## src/shared/startup_status_pkg.sv

```systemverilog
package startup_status_pkg;

  // Byte addresses on the register bus; interrupt offsets relative to INT_BASE
  localparam logic [7:0] TEMP_OFS    = 8'h00;
  localparam logic [7:0] STARTUP_OFS = 8'h04;
  localparam logic [7:0] INT_BASE    = 8'h40;
  localparam logic [7:0] INT_EN_OFS  = 8'h00;
  localparam logic [7:0] INT_STS_OFS = 8'h08;

  // Field positions
  localparam int TEMP_W        = 15;
  localparam int RST_DONE_BIT  = 7;
  localparam int READY_BIT     = 6;
  localparam int EE_VALID_BIT  = 5;
  localparam int OTP_VALID_BIT = 4;
  localparam int CRC_ERR_BIT   = 3;
  localparam int CFG_LSB       = 0;
  localparam int CFG_W         = 3;

  // Configuration codes
  localparam logic [2:0] CFG_COMMON    = 3'h0;
  localparam logic [2:0] CFG_USER_LAST = 3'h4;

  // Reset values
  localparam logic [14:0] TEMP_RST = 15'h0000;
  localparam logic [2:0]  CFG_RST  = 3'h0;

  // Interrupt width and internal event positions
  localparam int INT_W         = 64;
  localparam int EVT_RST_DONE  = 0;
  localparam int EVT_READY     = 1;
  localparam int EVT_CRC_ERR   = 2;
  localparam int EVT_INTERNAL  = 3;

  typedef struct packed {
    logic       restart;
    logic       seq_done;
    logic       dpll_lock;
    logic       load_done;
    logic       cfg_strobe;
    logic [2:0] cfg_id;
    logic       cfg_ok;
    logic       from_eeprom;
    logic       crc_err;
  } boot_in_t;

  typedef struct packed {
    logic        valid;
    logic [14:0] code;
  } temp_in_t;

  typedef enum logic [1:0] {
    PH_WAIT_COMMON,
    PH_USER,
    PH_READY
  } load_phase_t;

endpackage : startup_status_pkg

```

## src/startup_status_registers.sv

```systemverilog
// The Wishbone register port was chosen for this implementation.
`timescale 1ns/100ps
// What this block does
// - Temperature code read-only in bits 14:0
// - Reset-done set on sequence done or lock
// - Load-complete set when startup loading ends
// - EEPROM-valid set on good EEPROM user load
// - OTP-valid set on good OTP user load
// - OTP checksum error flag on CRC mismatch
// - Loaded config field: 0 common, 1-4 user
// - Interrupt module at 0x40: enable 0x0, status 0x8
// - Enabled status bits drive the interrupt output
module startup_status_registers #(
  parameter int INT_W = startup_status_pkg::INT_W
) (
  // Clock and reset
  input  wire logic                          core_clk_i,
  input  wire logic                          rst_i,
  // Wishbone slave
  input  wire logic                          wb_cyc_i,
  input  wire logic                          wb_stb_i,
  input  wire logic                          wb_we_i,
  input  wire logic [7:0]                    wb_adr_i,
  input  wire logic [3:0]                    wb_sel_i,
  input  wire logic [31:0]                   wb_dat_i,
  output logic      [31:0]                   wb_dat_o,
  output logic                               wb_ack_o,
  // Startup sequencer, loader and sensor
  input  wire startup_status_pkg::boot_in_t  boot_i,
  input  wire startup_status_pkg::temp_in_t  temp_i,
  input  wire logic [INT_W-1:0]              ext_evt_i,
  // Interrupt
  output logic                               irq_o
);

  logic [31:0]                     dat_r;
  logic                            ack_r;
  logic [14:0]                     temp_r;
  logic                            rst_done_r;
  logic                            ready_r;
  logic                            ee_valid_r;
  logic                            otp_valid_r;
  logic                            crc_r;
  logic [2:0]                      cfg_r;
  startup_status_pkg::load_phase_t phase_r;
  logic                            rst_done_d_r;
  logic                            ready_d_r;
  logic [INT_W-1:0]                evt;
  logic [INT_W-1:0]                int_en;
  logic [INT_W-1:0]                int_sts;
  logic                            irq;
  logic                            req;
  logic                            wr_fire;
  logic                            int_hit;
  logic [7:0]                      int_ofs;
  logic [31:0]                     rd_nxt;
  logic                            user_id;
  logic                            good_load;
  logic                            cfg_take;

  assign req     = wb_cyc_i && wb_stb_i;
  // Write lands at the edge where the master sees ack
  assign wr_fire = req && wb_we_i && ack_r;
  assign int_ofs = wb_adr_i - startup_status_pkg::INT_BASE;
  assign int_hit = wb_adr_i[7:4] == startup_status_pkg::INT_BASE[7:4];

  always_ff @(posedge core_clk_i or posedge rst_i)
  begin
    if (rst_i)
      ack_r <= 1'b0;
    else
      ack_r <= req && !ack_r;
  end

  always_comb
  begin
    rd_nxt = 32'h0000_0000;
    if (int_hit)
    begin
      case (int_ofs[3:2])
        2'h0: rd_nxt = int_en[31:0];
        2'h1: rd_nxt = int_en[63:32];
        2'h2: rd_nxt = int_sts[31:0];
        2'h3: rd_nxt = int_sts[63:32];
        default: rd_nxt = 32'h0000_0000;
      endcase
    end
    else if (wb_adr_i[7:2] == startup_status_pkg::TEMP_OFS[7:2])
      rd_nxt[14:0] = temp_r;
    else if (wb_adr_i[7:2] == startup_status_pkg::STARTUP_OFS[7:2])
    begin
      rd_nxt[startup_status_pkg::RST_DONE_BIT]  = rst_done_r;
      rd_nxt[startup_status_pkg::READY_BIT]     = ready_r;
      rd_nxt[startup_status_pkg::EE_VALID_BIT]  = ee_valid_r;
      rd_nxt[startup_status_pkg::OTP_VALID_BIT] = otp_valid_r;
      rd_nxt[startup_status_pkg::CRC_ERR_BIT]   = crc_r;
      rd_nxt[2:0]                               = cfg_r;
    end
  end

  always_ff @(posedge core_clk_i or posedge rst_i)
  begin
    if (rst_i)
      dat_r <= 32'h0000_0000;
    else if (req && !ack_r)
      dat_r <= rd_nxt;
  end

  // Sensor code taken on each valid sample; bus writes never reach it
  always_ff @(posedge core_clk_i or posedge rst_i)
  begin
    if (rst_i)
      temp_r <= startup_status_pkg::TEMP_RST;
    else if (temp_i.valid)
      temp_r <= temp_i.code;
  end

  // Sticky startup flags; a new event beats restart
  always_ff @(posedge core_clk_i or posedge rst_i)
  begin
    if (rst_i)
      rst_done_r <= 1'b0;
    else if (boot_i.seq_done || boot_i.dpll_lock)
      rst_done_r <= 1'b1;
    else if (boot_i.restart)
      rst_done_r <= 1'b0;
  end

  always_ff @(posedge core_clk_i or posedge rst_i)
  begin
    if (rst_i)
      ready_r <= 1'b0;
    else if (boot_i.load_done)
      ready_r <= 1'b1;
    else if (boot_i.restart)
      ready_r <= 1'b0;
  end

  always_ff @(posedge core_clk_i or posedge rst_i)
  begin
    if (rst_i)
      crc_r <= 1'b0;
    else if (boot_i.crc_err)
      crc_r <= 1'b1;
    else if (boot_i.restart)
      crc_r <= 1'b0;
  end

  assign user_id   = boot_i.cfg_id != startup_status_pkg::CFG_COMMON &&
                     boot_i.cfg_id <= startup_status_pkg::CFG_USER_LAST;
  assign good_load = boot_i.cfg_strobe && boot_i.cfg_ok;
  // User loads before the common one are not recorded
  assign cfg_take  = good_load && user_id &&
                     phase_r != startup_status_pkg::PH_WAIT_COMMON;

  always_ff @(posedge core_clk_i or posedge rst_i)
  begin
    if (rst_i)
      phase_r <= startup_status_pkg::PH_WAIT_COMMON;
    else if (boot_i.restart)
      phase_r <= startup_status_pkg::PH_WAIT_COMMON;
    else
    begin
      case (phase_r)
        startup_status_pkg::PH_WAIT_COMMON:
          if (good_load &&
              boot_i.cfg_id == startup_status_pkg::CFG_COMMON)
            phase_r <= startup_status_pkg::PH_USER;
        startup_status_pkg::PH_USER:
          if (boot_i.load_done)
            phase_r <= startup_status_pkg::PH_READY;
        startup_status_pkg::PH_READY:
          phase_r <= startup_status_pkg::PH_READY;
        default:
          phase_r <= startup_status_pkg::PH_WAIT_COMMON;
      endcase
    end
  end

  always_ff @(posedge core_clk_i or posedge rst_i)
  begin
    if (rst_i)
      cfg_r <= startup_status_pkg::CFG_RST;
    else if (boot_i.restart)
      cfg_r <= startup_status_pkg::CFG_RST;
    else if (good_load &&
             boot_i.cfg_id == startup_status_pkg::CFG_COMMON)
      cfg_r <= startup_status_pkg::CFG_COMMON;
    else if (cfg_take)
      cfg_r <= boot_i.cfg_id;
  end

  // Source flags follow the latest recorded user load
  always_ff @(posedge core_clk_i or posedge rst_i)
  begin
    if (rst_i)
    begin
      ee_valid_r  <= 1'b0;
      otp_valid_r <= 1'b0;
    end
    else if (boot_i.restart)
    begin
      ee_valid_r  <= 1'b0;
      otp_valid_r <= 1'b0;
    end
    else if (cfg_take)
    begin
      ee_valid_r  <= boot_i.from_eeprom;
      otp_valid_r <= !boot_i.from_eeprom;
    end
  end

  always_ff @(posedge core_clk_i or posedge rst_i)
  begin
    if (rst_i)
    begin
      rst_done_d_r <= 1'b0;
      ready_d_r    <= 1'b0;
    end
    else
    begin
      rst_done_d_r <= rst_done_r;
      ready_d_r    <= ready_r;
    end
  end

  always_comb
  begin
    evt = ext_evt_i;
    evt[startup_status_pkg::EVT_RST_DONE] = rst_done_r && !rst_done_d_r;
    evt[startup_status_pkg::EVT_READY]    = ready_r && !ready_d_r;
    evt[startup_status_pkg::EVT_CRC_ERR]  = boot_i.crc_err;
  end

  irq_regs #(
    .W (INT_W)
  ) u_irq (
    .core_clk_i (core_clk_i),
    .rst_i      (rst_i),
    .wr_i       (wr_fire && int_hit),
    .word_i     (int_ofs[3:2]),
    .wdat_i     (wb_dat_i),
    .sel_i      (wb_sel_i),
    .evt_i      (evt),
    .en_o       (int_en),
    .sts_o      (int_sts),
    .irq_o      (irq)
  );

  assign wb_dat_o = dat_r;
  assign wb_ack_o = ack_r;
  assign irq_o    = irq;
endmodule : startup_status_registers

```

## src/irq_regs.sv

```systemverilog
`timescale 1ns/100ps
module irq_regs #(
  parameter int W = 64
) (
  // Clock and reset
  input  wire logic         core_clk_i,
  input  wire logic         rst_i,
  // Word access, already qualified
  input  wire logic         wr_i,
  input  wire logic [1:0]   word_i,
  input  wire logic [31:0]  wdat_i,
  input  wire logic [3:0]   sel_i,
  // Events and state
  input  wire logic [W-1:0] evt_i,
  output logic      [W-1:0] en_o,
  output logic      [W-1:0] sts_o,
  output logic              irq_o
);

  logic [W-1:0] en_r;
  logic [W-1:0] sts_r;
  logic         irq_r;

  genvar b;
  generate
    for (b = 0; b < W; b++)
    begin : g_bit
      logic lane;
      assign lane = sel_i[(b % 32) / 8] && (word_i[0] == (b >= 32));
      always_ff @(posedge core_clk_i or posedge rst_i)
      begin
        if (rst_i)
          en_r[b] <= 1'b0;
        else if (wr_i && lane && !word_i[1])
          en_r[b] <= wdat_i[b % 32];
      end
      // Set wins over a write-one clear
      always_ff @(posedge core_clk_i or posedge rst_i)
      begin
        if (rst_i)
          sts_r[b] <= 1'b0;
        else if (evt_i[b])
          sts_r[b] <= 1'b1;
        else if (wr_i && lane && word_i[1] && wdat_i[b % 32])
          sts_r[b] <= 1'b0;
      end
    end
  endgenerate

  always_ff @(posedge core_clk_i or posedge rst_i)
  begin
    if (rst_i)
      irq_r <= 1'b0;
    else
      irq_r <= |(sts_r & en_r);
  end

  assign en_o  = en_r;
  assign sts_o = sts_r;
  assign irq_o = irq_r;

endmodule : irq_regs

```

## config.mk

```make
export PLATFORM = sky130hd
export DESIGN_NAME = startup_status_registers
export DESIGN_NICKNAME = d
export VERILOG_FILES = /design/src/shared/startup_status_pkg.sv /design/src/startup_status_registers.sv /design/src/irq_regs.sv
export SDC_FILE = /design/constraint.sdc
export NUM_CORES = 1
export LEC_CHECK = 0
export BUFFER_PORTS_ARGS = -buffer_cell sky130_fd_sc_hd__buf_2
export CAP_MARGIN = 20
export CORE_UTILIZATION = 50
export DETAILED_ROUTE_END_ITERATION = 12
export PLACE_DENSITY = 0.74
export SYNTH_ARGS = -nofsm -noshare
export SYNTH_HDL_FRONTEND = slang
export SYNTH_SLANG_ARGS = --single-unit
```

## constraint.sdc

```tcl
create_clock -name core_clk_i -period 6.8 [get_ports core_clk_i]
set_clock_uncertainty 0.15 [all_clocks]
set_input_delay 0.34 -clock core_clk_i [delete_from_list [all_inputs] [get_ports core_clk_i]]
set_output_delay 0.34 -clock core_clk_i [all_outputs]
set_load 0.02 [all_outputs]
```

* After elaboration in Yosys (flattened, before gate mapping) *
Cells that the tools add are included.

cells by class
  magnitude comparators = 1
  muxes and demuxes = 149
  equality and inequality tests = 9
  bitwise operators = 2
  reduce and logical (&&, ||, !) cells = 191
  $add $sub $neg = 1

operators by type and width
  cell                   count
  $reduce_bool A2 Y1     69
  $mux W1                136
  $pmux W32 S4           1
  $logic_and A1 B1 Y1    108
  $and A64 B64 Y64       1
  $reduce_or A64 Y1      1
  $mux W17               1
  $mux W8                2
  $mux W15               1
  $mux W3                3
  $mux W7                1
  $eq A2 B2 Y1 const B   3
  $eq A6 B1 Y1 const B   1
  $logic_not A6 Y1       1
  $mux W2                3
  $ne A3 B3 Y1 const B   2
  $pmux W2 S3            1
  $reduce_bool A3 Y1     2
  $logic_not A1 Y1       5
  $eq A2 B1 Y1 const B   2
  $eq A4 B3 Y1 const B   1
  $logic_not A2 Y1       2
  $sub A4 B1 Y4 const B  1
  $le A3 B3 Y1 const B   1
  4 further kinds        4

storage, ports and cells
  input bits = 140
  flip-flop bits (word level) = 189

* Depth between registers and ports, before layout *
  depth after elaboration = 9
  gate-level depth with buffers = 8
  mapped depth without buffers = 6

* Cells and area by module *
A second synthesis with hierarchy kept.

second synthesis, totals
  cells, all modules = 640
  area, all modules = 8587.0 µm²

modules (own cells, without submodules)
  module                    cells an instance  instances  area each (µm²)  sequential area each (µm²)
  irq_regs                  386                1          5251.3           3228.1
  startup_status_registers  254                1          3335.7           1501.4

* Least setup slack after synthesis *
No wires, ideal clock.

  path type = register to register
  start point = register ack_r (netlist: wb_ack_o)
  end point = register u_irq.en_r[0] (netlist: u_irq.en_o[0])
  slack = 4.656 ns
  required time = 6.522 ns
  period minus slack after synthesis = 2.144 ns
  stages on the path, launching flop included = 5
  arrival time = 1.866 ns
  cells stage by stage = dfrtp_1 nand4_2 nor2_8 nand3_2 mux2_1

on the way
  longest elaborated chain between the ends = 4

ends and longest elaborated chain
  element                            line                             text
  start: declaration                 startup_status_registers.sv:37   logic ack_r;
  start signal: assignment           startup_status_registers.sv:72   ack_r <= req && !ack_r;
  $logic_and A1 B1 Y1                startup_status_registers.sv:63   assign wr_fire = req && wb_we_i && ack_r;
  $logic_and A1 B1 Y1                startup_status_registers.sv:240  .wr_i (wr_fire && int_hit),
  $logic_and A1 B1 Y1 (2 in series)  irq_regs.sv:34                   else if (wr_i && lane && !word_i[1])
  end signal: indexed assignment     irq_regs.sv:35                   en_r[b] <= wdat_i[b % 32];
  end: declaration                   irq_regs.sv:20                   logic [W-1:0] en_r;

Every way passes these cells.
A chain may end at the register's enable or synchronous reset.

* Worst setup path after layout *
  start point = input port wb_adr_i[5]
  end point = register u_irq.sts_r[54] (netlist: u_irq.sts_o[54])

on the way
  longest elaborated chain between the ends = 6

ends and longest elaborated chain
  element                            line                             text
  start: declaration                 startup_status_registers.sv:23   input wire logic [7:0] wb_adr_i,
  $eq A4 B3 Y1                       startup_status_registers.sv:65   assign int_hit = wb_adr_i[7:4] == startup_status_pkg::INT_BASE[7:4];
  $logic_and A1 B1 Y1                startup_status_registers.sv:240
  $logic_and A1 B1 Y1 (3 in series)  irq_regs.sv:44                   else if (wr_i && lane && word_i[1] && wdat_i[b % 32])
  $reduce_bool A2 Y1 (no line)       n/a
  end signal: indexed assignment     irq_regs.sv:41                   sts_r[b] <= 1'b0;
  end signal: indexed assignment     irq_regs.sv:43                   sts_r[b] <= 1'b1;
  end signal: indexed assignment     irq_regs.sv:45                   sts_r[b] <= 1'b0;
  end: declaration                   irq_regs.sv:21                   logic [W-1:0] sts_r;

Every way passes these cells.

==> impl_results.html <==
<table>
<tr><th>Metric</th><th>Value</th></tr>
<tr><th colspan="2">Run status</th></tr>
<tr><td>Status</td><td>finished clean</td></tr>
<tr><th colspan="2">Floorplanning</th></tr>
<tr><td>FP Rows</td><td>47</td></tr>
<tr><td>Total core area</td><td>between 15000 and 20000 µm²</td></tr>
<tr><td>Die Ht</td><td>around 130 µm</td></tr>
<tr><td>Effective utilization at floorplan</td><td>51.51%</td></tr>
<tr><td>Number of top-level design ports</td><td>174</td></tr>
<tr><td>Die area</td><td>approximately 18000 µm²</td></tr>
<tr><td>Overall die width</td><td>132.9 µm</td></tr>
<tr><th colspan="2">Clock tree</th></tr>
<tr><td>CTS Root Buffer Type</td><td>clkbuf_16</td></tr>
<tr><td>Number of instances resized during post-cts repair</td><td>0</td></tr>
<tr><td>TritonCTS Buffers</td><td>17</td></tr>
<tr><td>Quantity of hold-fixing buffers added after cts</td><td>79</td></tr>
<tr><td>Number of H-tree levels</td><td>4</td></tr>
<tr><td>Clock transition at the registers of the reported paths</td><td>0.07 ns</td></tr>
<tr><td>Max Buffers Root-to-Sink</td><td>2</td></tr>
<tr><td>Number of sinks driven by the clock tree</td><td>around 190</td></tr>
<tr><td>CTS tree</td><td>yes</td></tr>
<tr><td>Postcts setup bufs</td><td>0</td></tr>
<tr><td>Clk_lat worst skew</td><td>around 0.44 ns</td></tr>
<tr><th colspan="2">Critical path</th></tr>
<tr><td>Logic depth of the worst register-to-register path</td><td>4</td></tr>
<tr><td>Maximum net fanout on the critical path</td><td>10</td></tr>
<tr><td>FF-to-FF End</td><td>u_irq.sts_o[54]$_DFFE_PP0P_</td></tr>
<tr><td>Worst path required time</td><td>approximately 7 ns</td></tr>
<tr><td>Origin of the critical flop-to-flop path</td><td>wb_ack_o$_DFF_PP0_</td></tr>
<tr><td>Type of destination of the critical path</td><td>flip-flop</td></tr>
<tr><td>Classification of the worst setup path</td><td>input pin to flip-flop</td></tr>
<tr><td>Setup crit start</td><td>wb_adr_i[5]</td></tr>
<tr><td>Setup crit start kind</td><td>input pin</td></tr>
<tr><td>Worst reg2reg setup slack</td><td>approximately 4.4 ns</td></tr>
<tr><td>Data arrival time of the critical path</td><td>about 2.6 ns</td></tr>
<tr><th colspan="2">Run</th></tr>
<tr><td>Max_cap viols</td><td>0</td></tr>
<tr><th colspan="2">Routing</th></tr>
<tr><td>DRC violations left</td><td>0</td></tr>
<tr><td>Pre-antenna DRT Iters</td><td>5</td></tr>
<tr><td>Total vias in the final route</td><td>about 6700</td></tr>
<tr><td>Detailed Route Iter0 Violations</td><td>~630</td></tr>
<tr><td>Routed wire per std cell</td><td>around 22 µm</td></tr>
<tr><td>Final Routed Wirelength</td><td>between 20 and 25 mm</td></tr>
<tr><td>Vias per cell</td><td>6.022</td></tr>
<tr><td>DRT antenna net count</td><td>0</td></tr>
<tr><th colspan="2">Logic synthesis</th></tr>
<tr><td>Post-synthesis net count</td><td>about 770</td></tr>
<tr><td>Synth Cell Area</td><td>between 8000 and 9000 µm²</td></tr>
<tr><td>Portion of the post-synthesis area used by sequential elements</td><td>between 50% and 60%</td></tr>
<tr><td>Mean instance size in the synthesized netlist</td><td>13.72 µm²</td></tr>
<tr><td>Count of mapped cells out of synthesis</td><td>approximately 630</td></tr>
<tr><td>Unique cell type count in the Yosys netlist</td><td>39</td></tr>
<tr><td>Number of synthesis warnings</td><td>0</td></tr>
<tr><td>Flops &amp; latches, synth</td><td>about 190</td></tr>
<tr><th colspan="2">Timing</th></tr>
<tr><td>Total setup violations reported at the end of the flow</td><td>0</td></tr>
<tr><td>RSZ-0062 raised after global routing</td><td>no</td></tr>
<tr><td>Max-slew violation count</td><td>0</td></tr>
<tr><td>Period utilisation layout</td><td>around 36%</td></tr>
<tr><td>Maximum clock frequency</td><td>approximately 0.41 GHz</td></tr>
<tr><td>Slew at the pin closest to its max-slew limit</td><td>around 1.0 ns</td></tr>
<tr><td>Worst slew margin relative to its limit</td><td>around 30%</td></tr>
<tr><td>Shortest period the worst path allows</td><td>2.441 ns</td></tr>
<tr><td>Total negative setup slack</td><td>0 ns</td></tr>
<tr><td>Number of endpoints with negative hold slack in the final report</td><td>0</td></tr>
<tr><th colspan="2">Global route</th></tr>
<tr><td>Vias in the first global route</td><td>6740</td></tr>
<tr><td>Number of antenna violations at the first check in global routing</td><td>5</td></tr>
<tr><td>Total grt overflow</td><td>0</td></tr>
<tr><td>Global-route wire length before repair</td><td>37.78 mm</td></tr>
<tr><td>Largest net degree at the start of global routing</td><td>115</td></tr>
<tr><td>Overall routing resource usage</td><td>about 29%</td></tr>
<tr><th colspan="2">Place</th></tr>
<tr><td>Gp weighted congestion</td><td>about 0.88</td></tr>
<tr><td>Area after DPL</td><td>9622 µm²</td></tr>
<tr><td>Sum of net half-perimeters after detailed placement</td><td>between 15 and 20 mm</td></tr>
<tr><td>Number of input and output port buffers inserted</td><td>about 170</td></tr>
<tr><th colspan="2">Layout</th></tr>
<tr><td>Leading cell type in the layout, fill and taps excluded</td><td>dfrtp_1</td></tr>
<tr><td>Commonest cells after routing, fill and taps aside</td><td>dfrtp_1, buf_2, mux2_2, dlygate4sd3_1, nand2_1</td></tr>
<tr><td>Number of nets in the finished design</td><td>roughly 1000</td></tr>
<tr><td>Share of layout cells above drive strength 1</td><td>between 30% and 40%</td></tr>
<tr><td>Fraction of the core area covered by cells at the end of the flow</td><td>~66%</td></tr>
<tr><td>Relative area change from synthesis to final layout</td><td>29.00%</td></tr>
<tr><td>Final instance area</td><td>approximately 11000 µm²</td></tr>
<tr><th colspan="2">Hold path</th></tr>
<tr><td>Hold Crit Depth</td><td>2</td></tr>
<tr><td>Capture endpoint of the worst hold path</td><td>u_irq.en_o[7]$_DFFE_PP0P_</td></tr>
<tr><td>Class of the worst hold path</td><td>input pin to flip-flop</td></tr>
<tr><td>Startpoint of the most critical hold path</td><td>wb_dat_i[7]</td></tr>
<tr><th colspan="2">Power and ir drop</th></tr>
<tr><td>Power Dens Cells</td><td>approximately 220 nW/µm²</td></tr>
<tr><td>Leak Pwr</td><td>0.004914 µW</td></tr>
<tr><td>Largest voltage drop on the vdd net</td><td>roughly 0.19 mV</td></tr>
</table>
how the worst max path moves through the flow:
stage	to	slack (ns)	cells after the start
2_1_floorplan	cfg_r[0]$_DFFE_PP0P_	1.17	1
3_3_place_gp	wb_dat_o[30]$_DFFE_PP0P_	4.00	4
3_5_place_dp	u_irq.sts_o[17]$_DFFE_PP0P_	3.93	5
4_1_cts	wb_dat_o[8]$_DFFE_PP0P_	4.40	4
5_1_grt	u_irq.sts_o[54]$_DFFE_PP0P_	4.27	4
6_report	u_irq.sts_o[54]$_DFFE_PP0P_	4.36	5
worst max-delay path, cell delays in order:
cell and delay [ns]:
buf_2 0.10, or4b_1 0.97, nor4_4 0.86, nand2_1 0.14, a21o_1 0.20
cells in the mapped netlist:
cell       count  area share (%)
or3_1          1           0.073
nor4_4         8             2.0
a32oi_1        2            0.20
a221oi_1      16             1.6
buf_6          1            0.13
nand3_2        8            0.93
dfrtp_1      189              55
o2bb2ai_1      2            0.20
a21oi_1       12            0.70
clkbuf_1       8            0.35
nand4_2        1            0.15
nand2b_1       1           0.073
a21o_1        64             5.6
a22o_1        34             3.5
nand3_1        1           0.058
or4_1          1           0.088
mux2i_1        1            0.12
nand4_1        6            0.44
nor2_8         1            0.23
buf_2          9            0.53
nand2_1       67             2.9
a221o_1        7            0.82
nor3_2         1            0.12
and3_1         8            0.58
and4b_1        1            0.12
nor2b_1        2            0.15
mux2_1         6            0.79
nor3b_2        1            0.15
and2_1         1           0.073
or2_2          1           0.073
o21ai_0        4            0.23
mux2_2        81              11
a22oi_1        8            0.70
inv_1         14            0.61
nor2_1        18            0.79
buf_1          3            0.13
or4b_1         1            0.12
ha_1           3            0.44
mux4_2        32             8.4
sequential cells by signal, indices dropped and copies added, names as in the netlist, 2 cells and up:
name / cells
cfg_r: 3
phase_r: 2
temp_r: 15
u_irq.en_o: 64
u_irq.sts_o: 64
wb_dat_o: 32
cells by family (layout without fill, tap and decap cells):
kind of cell    Yosys count  count (layout)  synth area share [%]
buf+inv                  35             297                 1.751
simple gates            129             129                 9.122
flops                   189             189                 55.17
mux                     120             120                 19.95
fa+ha+maj                 3               3                0.4379
compound gates          149             149                 13.57
other cells               0               1                     0
power by group:
part / leakage, µW / switching (µW) / total (µW) / internal [µW]
Sequential: 0.00223 / 19.0 / 1170 / 1150
Clock: 0.000281 / 440 / 1030 / 588
Combinational: 0.00240 / 129 / 245 / 116
Total: 0.00491 / 588 / 2440 / 1860
layer usage:
layer / share of wire [%] / global-route usage [%] / wire length (µm) / up-vias
met5: 0.28 / 0 / 67 / -
met4: 2.3 / 9.770 / 560 / 8
met3: 8.4 / 6.322 / 2041 / 48
met1: 41 / 39.20 / 10030 / 3405
li1: - / - / - / 2887
met2: 48 / 45.99 / 11490 / 324
area by class of cell:
| type | instances | area [µm²] |
|---|---|---|
| Clock inverter | 13 | 167.7 |
| Timing Repair Buffer | 252 | 1692 |
| Inverter | 14 | 57.56 |
| Tap cell | 220 | 275.3 |
| Sequential cell | 189 | 4730 |
| Multi-Input combinational cell | 401 | 3696 |
| Clock buffer | 18 | 439.2 |
| Fill cell | 1220 | 5583 |
| Antenna cell | 1 | 2.502 |
metrics by stage:
| stage | cells | worst slack (ns) | total power [µW] | hold slack (ns) |
|---|---|---|---|---|
| floorplan | 625 | 1.168 | 1300 | 0.2187 |
| global placement | 995 | 4.002 | 1389 | 0.2421 |
| detailed placement | 995 | 3.935 | 1398 | 0.2513 |
| CTS | 1105 | 4.398 | 2449 | 0.004826 |
| global route | 1107 | 4.266 | 2515 | 0.01574 |
| finish | 1108 | 4.359 | 2444 | 0.01067 |
Note: power is estimated with default switching activity, not from simulation.
